File: config.mk
export PLATFORM = sky130hd
export DESIGN_NAME = fqld_unit
export DESIGN_NICKNAME = d
export VERILOG_FILES = /design/src/verilog/fqld_pkg.sv /design/src/verilog/fqld_decoder.sv /design/src/verilog/fqld_unit.sv
export SDC_FILE = /design/constraint.sdc
export NUM_CORES = 1
export LEC_CHECK = 0
export BUFFER_PORTS_ARGS = -buffer_cell sky130_fd_sc_hd__buf_2
export CELL_PAD_IN_SITES_DETAIL_PLACEMENT = 1
export CELL_PAD_IN_SITES_GLOBAL_PLACEMENT = 2
export CORE_MARGIN = 8
export CORE_UTILIZATION = 35
export CTS_BUF_LIST = sky130_fd_sc_hd__clkbuf_8 sky130_fd_sc_hd__clkbuf_16
export CTS_CLUSTER_SIZE = 40
export DETAILED_ROUTE_END_ITERATION = 10
export HOLD_SLACK_MARGIN = 0.12
export PLACE_DENSITY_LB_ADDON = 0.1
export SETUP_SLACK_MARGIN = 0.2
export SLEW_MARGIN = 20
export SYNTH_ARGS = -nofsm -noshare
export SYNTH_HDL_FRONTEND = slang
export SYNTH_SLANG_ARGS = --single-unit
File: constraint.sdc
create_clock -name clock -period 5.84 [get_ports clock]
set_clock_uncertainty 0.05 [all_clocks]
set_input_delay 0.584 -clock clock [delete_from_list [all_inputs] [get_ports clock]]
set_output_delay 0.584 -clock clock [all_outputs]
set_load 0.05 [all_outputs]
File: src/verilog/fqld_pkg.sv
`default_nettype none
package fqld_pkg;

    // ------------------------------------------------------------
    // Instruction fields (bit 31 is the most significant bit)
    // ------------------------------------------------------------
    localparam int FQLD_INSN_W = 32;
    localparam int FQLD_ADDR_W = 32;
    localparam int FQLD_DATA_W = 64;
    localparam int FQLD_REG_W = 5;
    localparam int FQLD_DS_W = 14;
    localparam int FQLD_OFS_HI_W = 30;

    localparam logic [5:0] FQLD_OP_QUAD_IMM = 6'h38;
    localparam logic [5:0] FQLD_OP_QUAD_IMM_UPD = 6'h39;
    localparam logic [5:0] FQLD_OP_EXT = 6'h1f;
    localparam logic [9:0] FQLD_XOP_QUAD_IDX_UPD = 10'h337;
    localparam logic [9:0] FQLD_XOP_QUAD_IDX = 10'h317;
    localparam logic [1:0] FQLD_IMM_TAIL = 2'h0;
    localparam logic [1:0] FQLD_OFS_LOW = 2'h0;

    localparam logic [4:0] FQLD_REG_ZERO = 5'h00;
    localparam logic [4:0] FQLD_REG_LAST = 5'h1f;
    localparam logic [4:0] FQLD_REG_STEP = 5'h01;
    localparam logic [31:0] FQLD_DW_BYTES = 32'h0000_0008;

    typedef enum logic [2:0] {
        FQLD_FORM_NONE,
        FQLD_FORM_IMM,
        FQLD_FORM_IMM_UPD,
        FQLD_FORM_IDX_UPD,
        FQLD_FORM_IDX
    } fqld_form_t;

    typedef struct packed {
        fqld_form_t form;
        logic [4:0] firstTargetFpr;
        logic [4:0] baseGpr;
        logic [4:0] indexGpr;
        logic [13:0] scaledDisplacement;
        logic recordBit;
    } fqld_dec_t;

    typedef struct packed {
        logic valid;
        logic [4:0] num;
        logic [63:0] data;
    } fqld_fpr_wr_t;

    typedef struct packed {
        logic valid;
        logic [4:0] num;
        logic [31:0] data;
    } fqld_gpr_wr_t;

endpackage
`default_nettype wire

File: src/verilog/fqld_decoder.sv
`timescale 1ns/10ps
`default_nettype none
module fqld_decoder
    import fqld_pkg::*;
(
    input wire logic [31:0] insn,
    output fqld_dec_t dec
);
    // ------------------------------------------------------------
    // Field split and form recognition
    // ------------------------------------------------------------
    logic [5:0] primary;
    logic [9:0] extended;

    always_comb begin
        primary = insn[31:26];
        extended = insn[10:1];
        dec.firstTargetFpr = insn[25:21];
        dec.baseGpr = insn[20:16];
        dec.indexGpr = insn[15:11];
        dec.scaledDisplacement = insn[15:2];
        dec.recordBit = insn[0];
        dec.form = FQLD_FORM_NONE;
        if (primary == FQLD_OP_QUAD_IMM && insn[1:0] == FQLD_IMM_TAIL) begin
            dec.form = FQLD_FORM_IMM;
        end else if (primary == FQLD_OP_QUAD_IMM_UPD && insn[1:0] == FQLD_IMM_TAIL) begin
            dec.form = FQLD_FORM_IMM_UPD;
        end else if (primary == FQLD_OP_EXT && extended == FQLD_XOP_QUAD_IDX_UPD) begin
            dec.form = FQLD_FORM_IDX_UPD;
        end else if (primary == FQLD_OP_EXT && extended == FQLD_XOP_QUAD_IDX) begin
            dec.form = FQLD_FORM_IDX;
        end
    end
endmodule
`default_nettype wire

File: src/verilog/fqld_unit.sv
`timescale 1ns/10ps
`default_nettype none
module fqld_unit
    import fqld_pkg::*;
(
    input wire logic clock,
    input wire logic reset_n,
    input wire logic insnValid,
    input wire logic [31:0] insn,
    output logic insnReady,
    output logic insnIllegal,
    output logic [4:0] gprRdA,
    output logic [4:0] gprRdB,
    input wire logic [31:0] gprDataA,
    input wire logic [31:0] gprDataB,
    output logic memReqValid,
    output logic [31:0] memReqAddr,
    input wire logic memRespValid,
    input wire logic [63:0] memRespData,
    output fqld_fpr_wr_t fprWrite,
    output fqld_gpr_wr_t gprWrite,
    output logic statusWrite,
    output logic crField0Write,
    output logic done
);
    // ------------------------------------------------------------
    // Address and target register helpers
    // ------------------------------------------------------------
    function automatic logic [31:0] imm_offset(input logic [13:0] ds);
        logic [29:0] ext;
        ext = {{(FQLD_OFS_HI_W - FQLD_DS_W){ds[FQLD_DS_W-1]}}, ds};
        return {ext, FQLD_OFS_LOW};
    endfunction

    function automatic logic [4:0] next_fpr(input logic [4:0] num);
        return (num == FQLD_REG_LAST) ? FQLD_REG_ZERO : 5'(num + FQLD_REG_STEP);
    endfunction

    typedef enum {
        FQLD_IDLE,
        FQLD_ADDR,
        FQLD_REQ0,
        FQLD_WAIT0,
        FQLD_REQ1,
        FQLD_WAIT1,
        FQLD_DONE
    } fqld_state_t;

    fqld_dec_t decNow;
    fqld_dec_t dec_r;
    fqld_state_t state_r;
    logic [31:0] ea_r;
    logic [31:0] eaNxt;
    logic isUpdate;

    fqld_decoder decoder (
        .insn(insn),
        .dec(decNow)
    );

    assign isUpdate = (dec_r.form == FQLD_FORM_IMM_UPD) || (dec_r.form == FQLD_FORM_IDX_UPD);

    // ------------------------------------------------------------
    // Effective address
    // ------------------------------------------------------------
    always_comb begin
        if (dec_r.form == FQLD_FORM_IMM || dec_r.form == FQLD_FORM_IMM_UPD) begin
            eaNxt = (dec_r.baseGpr == FQLD_REG_ZERO) ? imm_offset(dec_r.scaledDisplacement)
                : 32'(gprDataA + imm_offset(dec_r.scaledDisplacement));
        end else begin
            eaNxt = (dec_r.baseGpr == FQLD_REG_ZERO) ? gprDataB
                : 32'(gprDataA + gprDataB);
        end
    end

    // ------------------------------------------------------------
    // Sequencer
    // ------------------------------------------------------------
    always_ff @(posedge clock or negedge reset_n) begin
        if (!reset_n) begin
            state_r <= FQLD_IDLE;
            dec_r <= '0;
            ea_r <= '0;
        end else begin
            case (state_r)
                FQLD_IDLE: begin
                    if (insnValid && decNow.form != FQLD_FORM_NONE) begin
                        dec_r <= decNow;
                        state_r <= FQLD_ADDR;
                    end
                end
                FQLD_ADDR: begin
                    ea_r <= eaNxt;
                    state_r <= FQLD_REQ0;
                end
                FQLD_REQ0: state_r <= FQLD_WAIT0;
                FQLD_WAIT0: begin
                    if (memRespValid) begin
                        state_r <= FQLD_REQ1;
                    end
                end
                FQLD_REQ1: state_r <= FQLD_WAIT1;
                FQLD_WAIT1: begin
                    if (memRespValid) begin
                        state_r <= FQLD_DONE;
                    end
                end
                FQLD_DONE: state_r <= FQLD_IDLE;
                default: state_r <= FQLD_IDLE;
            endcase
        end
    end

    // ------------------------------------------------------------
    // Handshake and memory request outputs
    // ------------------------------------------------------------
    always_ff @(posedge clock or negedge reset_n) begin
        if (!reset_n) begin
            insnReady <= 1'b0;
            insnIllegal <= 1'b0;
            memReqValid <= 1'b0;
            memReqAddr <= '0;
            gprRdA <= '0;
            gprRdB <= '0;
            done <= 1'b0;
        end else begin
            insnReady <= (state_r == FQLD_IDLE) && !(insnValid && decNow.form != FQLD_FORM_NONE)
                || (state_r == FQLD_DONE);
            insnIllegal <= (state_r == FQLD_IDLE) && insnValid && insnReady && decNow.form == FQLD_FORM_NONE;
            memReqValid <= (state_r == FQLD_ADDR) || (state_r == FQLD_WAIT0 && memRespValid);
            if (state_r == FQLD_ADDR) begin
                memReqAddr <= eaNxt;
            end else if (state_r == FQLD_WAIT0 && memRespValid) begin
                memReqAddr <= 32'(ea_r + FQLD_DW_BYTES);
            end
            if (state_r == FQLD_IDLE && insnValid) begin
                gprRdA <= decNow.baseGpr;
                gprRdB <= decNow.indexGpr;
            end
            done <= (state_r == FQLD_WAIT1) && memRespValid;
        end
    end

    // ------------------------------------------------------------
    // Register file writes
    // ------------------------------------------------------------
    always_ff @(posedge clock or negedge reset_n) begin
        if (!reset_n) begin
            fprWrite <= '0;
            gprWrite <= '0;
            statusWrite <= 1'b0;
            crField0Write <= 1'b0;
        end else begin
            fprWrite.valid <= 1'b0;
            gprWrite.valid <= 1'b0;
            statusWrite <= 1'b0;
            crField0Write <= 1'b0;
            if (state_r == FQLD_WAIT0 && memRespValid) begin
                fprWrite.valid <= 1'b1;
                fprWrite.num <= dec_r.firstTargetFpr;
                fprWrite.data <= memRespData;
            end else if (state_r == FQLD_WAIT1 && memRespValid) begin
                fprWrite.valid <= 1'b1;
                fprWrite.num <= next_fpr(dec_r.firstTargetFpr);
                fprWrite.data <= memRespData;
                if (isUpdate && dec_r.baseGpr != FQLD_REG_ZERO) begin
                    gprWrite.valid <= 1'b1;
                    gprWrite.num <= dec_r.baseGpr;
                    gprWrite.data <= ea_r;
                end
            end
        end
    end

    // ------------------------------------------------------------
    // Checks
    // ------------------------------------------------------------
    a_no_status_write: assert property (@(posedge clock) disable iff (!reset_n)
        !statusWrite && !crField0Write) else $error("status or cr0 written");
    a_second_addr_step: assert property (@(posedge clock) disable iff (!reset_n)
        (state_r == FQLD_WAIT0 && memRespValid) |=> memReqValid && memReqAddr == 32'($past(ea_r) + FQLD_DW_BYTES))
        else $error("second address not ea plus eight");
    a_wrap_target: assert property (@(posedge clock) disable iff (!reset_n)
        (state_r == FQLD_WAIT1 && memRespValid && dec_r.firstTargetFpr == FQLD_REG_LAST)
        |=> fprWrite.num == FQLD_REG_ZERO) else $error("target did not wrap");
    a_first_target: assert property (@(posedge clock) disable iff (!reset_n)
        (state_r == FQLD_WAIT0 && memRespValid) |=> fprWrite.valid && fprWrite.num == $past(dec_r.firstTargetFpr))
        else $error("first target wrong");
    a_update_base: assert property (@(posedge clock) disable iff (!reset_n)
        gprWrite.valid |-> gprWrite.num != FQLD_REG_ZERO && gprWrite.data == ea_r && isUpdate)
        else $error("bad base update");
    a_no_plain_update: assert property (@(posedge clock) disable iff (!reset_n)
        (dec_r.form == FQLD_FORM_IDX || dec_r.form == FQLD_FORM_IMM) |-> !gprWrite.valid)
        else $error("plain form updated base");
    a_imm_zero_base: assert property (@(posedge clock) disable iff (!reset_n)
        (state_r == FQLD_ADDR && dec_r.baseGpr == FQLD_REG_ZERO && dec_r.form == FQLD_FORM_IMM)
        |=> memReqAddr == {{16{$past(dec_r.scaledDisplacement[13])}}, $past(dec_r.scaledDisplacement), FQLD_OFS_LOW})
        else $error("imm address wrong");
    a_idx_address: assert property (@(posedge clock) disable iff (!reset_n)
        (state_r == FQLD_ADDR && dec_r.baseGpr != FQLD_REG_ZERO && dec_r.form == FQLD_FORM_IDX)
        |=> memReqAddr == 32'($past(gprDataA) + $past(gprDataB)))
        else $error("indexed address wrong");
    a_decode_upd: assert property (@(posedge clock) disable iff (!reset_n)
        (state_r == FQLD_IDLE && insnValid && insn[31:26] == FQLD_OP_QUAD_IMM_UPD && insn[1:0] == FQLD_IMM_TAIL)
        |=> dec_r.form == FQLD_FORM_IMM_UPD) else $error("update form missed");
endmodule
`default_nettype wire
==> run_results.csv <==
group,metric,value,unit
placed_design,gp_congestion,0.8577,
sta,setup_viol,0,
floorplan,fp.dieW,206.6,µm
sta,finalHoldViolations,0,
sta,fmax,296.0,MHz
synthesis,syn-instance-count,1335,
worst_setup_path,cp-end-kind,"flop",
worst_setup_path,crit_required,6.18,ns
floorplan,die-area,42700,µm²
placed_design,dp_hpwl,36090,µm
clock_tree,cts_sinks,216,
global_routing,grt_usage,21.16,%
synthesis,netlist_area,12720,µm²
global_routing,grt_max_degree,114,
hold_path,hp-class,"input pin to flop",
global_routing,grt_overflow,0,
final_layout,instances_no_fill,2122,
final_layout,multi_input_area,7009,µm²
sta,setup_tns,0,ns
detailed_routing,wl_per_cell,21.78,µm
final_layout,final_nets,1863,
floorplan,start_util,35.17,%
worst_setup_path,cp_max_fo,5,
final_layout,drive_gt1_share,30.83,%
final_layout,diodes,0,
sta,post-route-period-util,57.84,%
detailed_routing,dr.first_iter.drc_count,462,
placed_design,dp.cells,2072,
clock_tree,max-clock-path-buffers,3,
floorplan,die_h,206.6,µm
sta,worst_pin_slew,1.007,ns
detailed_routing,drt_wl_total,46210,µm
global_routing,grt_first_pass_wirelength,70430,µm
synthesis,synth-edff-count,0,
placed_design,numPortBuffers,317,
final_layout,syn_to_final_growth,24.04,%
clock_tree,numCtsBuffers,27,
synthesis,synth_area_leader_cell,"dfrtp_1",
outcome,outcome,"completed",
clock_tree,cts_tree,"yes",
synthesis,synth_flop_cell,"dfrtp_1",
clock_tree,cts_htree_levels,1,
synthesis,synth-async-reset-ratio,100.0,%
synthesis,synth_top_area_share,42.49,%
power,p_leak,7.793,nW
synthesis,synth_area_leaders,"dfrtp_1 42%, mux2_2 8.8%, nand2_1 7.1%, ha_1 6.2%, a21oi_1 4.2%",
final_layout,fillerInstances,4234,
final_layout,mostFrequentLayoutCell,"buf_2",
detailed_routing,drc_errors,0,
detailed_routing,drt_first_pass_iters,4,
clock_tree,cts_resized,0,
worst_setup_path,critPathKind,"flop to flop",
synthesis,ys_types,78,
run,drv_cap,0,
synthesis,yosys_warnings,0,
global_routing,grt_pass1_vias,11660,
final_layout,mostFrequentLayoutCells,"316 x buf_2, 240 x nand2_1, 216 x dfrtp_1",
detailed_routing,ant_nets,0,
global_routing,antenna_found_initial,1,
sta,slew_headroom,32.59,%
clock_tree,cts_setup_buffers,0,
worst_setup_path,cp-start-kind,"flop",
worst_setup_path,cp.arrival,3.72,ns
clock_tree,cts-root-buf,"clkbuf_16",
sta,finalCriticalPeriod,3.378,ns
clock_tree,clk_latency,0.56,ns
synthesis,syn_area_per_cell,9.529,µm²
sta,final_max_slew_viol_count,0,
final_layout,register_area,5405,µm²
power,ir_drop,206.2,µV
detailed_routing,routed_via_density,5.243,
clock_tree,path_clk_slew,0.06,ns
sta,rsz0062_at_grt,"no",
floorplan,std_cell_rows,70,
detailed_routing,vias,11130,
floorplan,core_area,36170,µm²
floorplan,pin_count,320,
power,p_per_area,511.3,nW/µm²
synthesis,synth-seq-cells,216,
synthesis,yosysSeqAreaShare,42.49,%
## report_power, final
group	internal [mW]	leakage (nW)	total, mW	switching [mW]
Clock	1.13	0.499	1.80	0.666
Combinational	1.13	4.59	3.83	2.70
Sequential	2.03	2.70	2.45	0.416
Total	4.29	7.79	8.07	3.78
## cell usage after synthesis, drive strengths merged (24+ instances only)
cell,n
nand3,35
xor2,32
a21o,28
o21ai,84
mux2,99
inv,24
dfrtp,216
xnor2,44
a21oi,107
ha,63
clkbuf,47
nand2,240
nor2,86
## kinds of logic after synthesis
logic type                 after synthesis  synth area share (%)
and+or+nand+nor                        449                 15.59
other                                    1               0.02948
DFF                                    216                 42.49
buffers and inverters                   86                 2.616
xor gates and xnor gates                76                 5.233
adders and majority gates               65                 6.511
muxes                                  106                 9.905
AOI/OAI and AO/OA                      336                 17.63
## path summary, 6_finish.rpt
| check | from | end | slack (ns) | depth (start not counted) |
|---|---|---|---|---|
| setup / recovery | dec_r[1] | memReqAddr[26] | 2.46 | 12 |
| hold / removal | memRespData[34] | fprWrite[34] | 0.20 | 2 |
| hold reg to reg | gprWrite[30] | gprWrite[30] | 0.42 | 2 |
| max in group asynchronous | reset_n | gprWrite[19] | 3.95 | 3 |
| min in group asynchronous | reset_n | fprWrite[13] | 0.57 | 2 |
| setup reg to reg | dec_r[1] | memReqAddr[26] | 2.46 | 12 |
## worst max-delay path, stage by stage (launching register included)
cell	delay [ns]
dfrtp_1	0.39
ha_1	0.22
fa_1	0.41
a21oi_1	0.21
nor2_1	0.11
nor4b_4	0.32
o21bai_2	0.16
a221oi_4	0.44
o221ai_1	0.19
xnor2_1	0.18
nor2_1	0.06
a211oi_1	0.39
a31oi_1	0.08
## layout make-up
cell class                 instances  area share [%]
tap                              468           3.711
inverter                          24          0.5709
sequential                       216           34.26
multi-input combinational       1034           44.42
timing repair buffer             331           10.88
clock buffer                      32           4.718
clock inverter                    17           1.443
## timing repair
action	CTS	global route
hold endpoints to repair	103	0
endpoints found under the setup margin	0	0
hold buffers	1	0
## metrics by stage
step           setup slack (ns)  cell area, µm²  power, mW  hold slack (ns)  util, %
3_3_place_gp              2.159           14800      6.258           0.3999    40.91
3_5_place_dp              2.124           14800      6.336           0.4095    40.91
4_1_cts                   2.410           15780      8.183           0.1718    43.62
6_report                  2.462           15780      8.068           0.2003    43.62
5_1_grt                   2.142           15780      8.537           0.1768    43.62
2_1_floorplan             2.662           12720      5.159           0.2384        -
## sequential cells by signal, summed over array words and instances (netlist names), 3 cells and up
name,flops
gprRdA,5
gprRdB,5
gprWrite,38
dec_r,27
ea_r,32
state_r,3
fprWrite,70
memReqAddr,32
## layer usage
| metal | routed length (µm) | track usage [%] |
|---|---|---|
| met1 | 21480 | 29.56 |
| met5 | 0 | 0 |
| met4 | 606 | 3.547 |
| met2 | 21120 | 34.45 |
| met3 | 3002 | 3.605 |
Power figures use the tool's default switching activity.
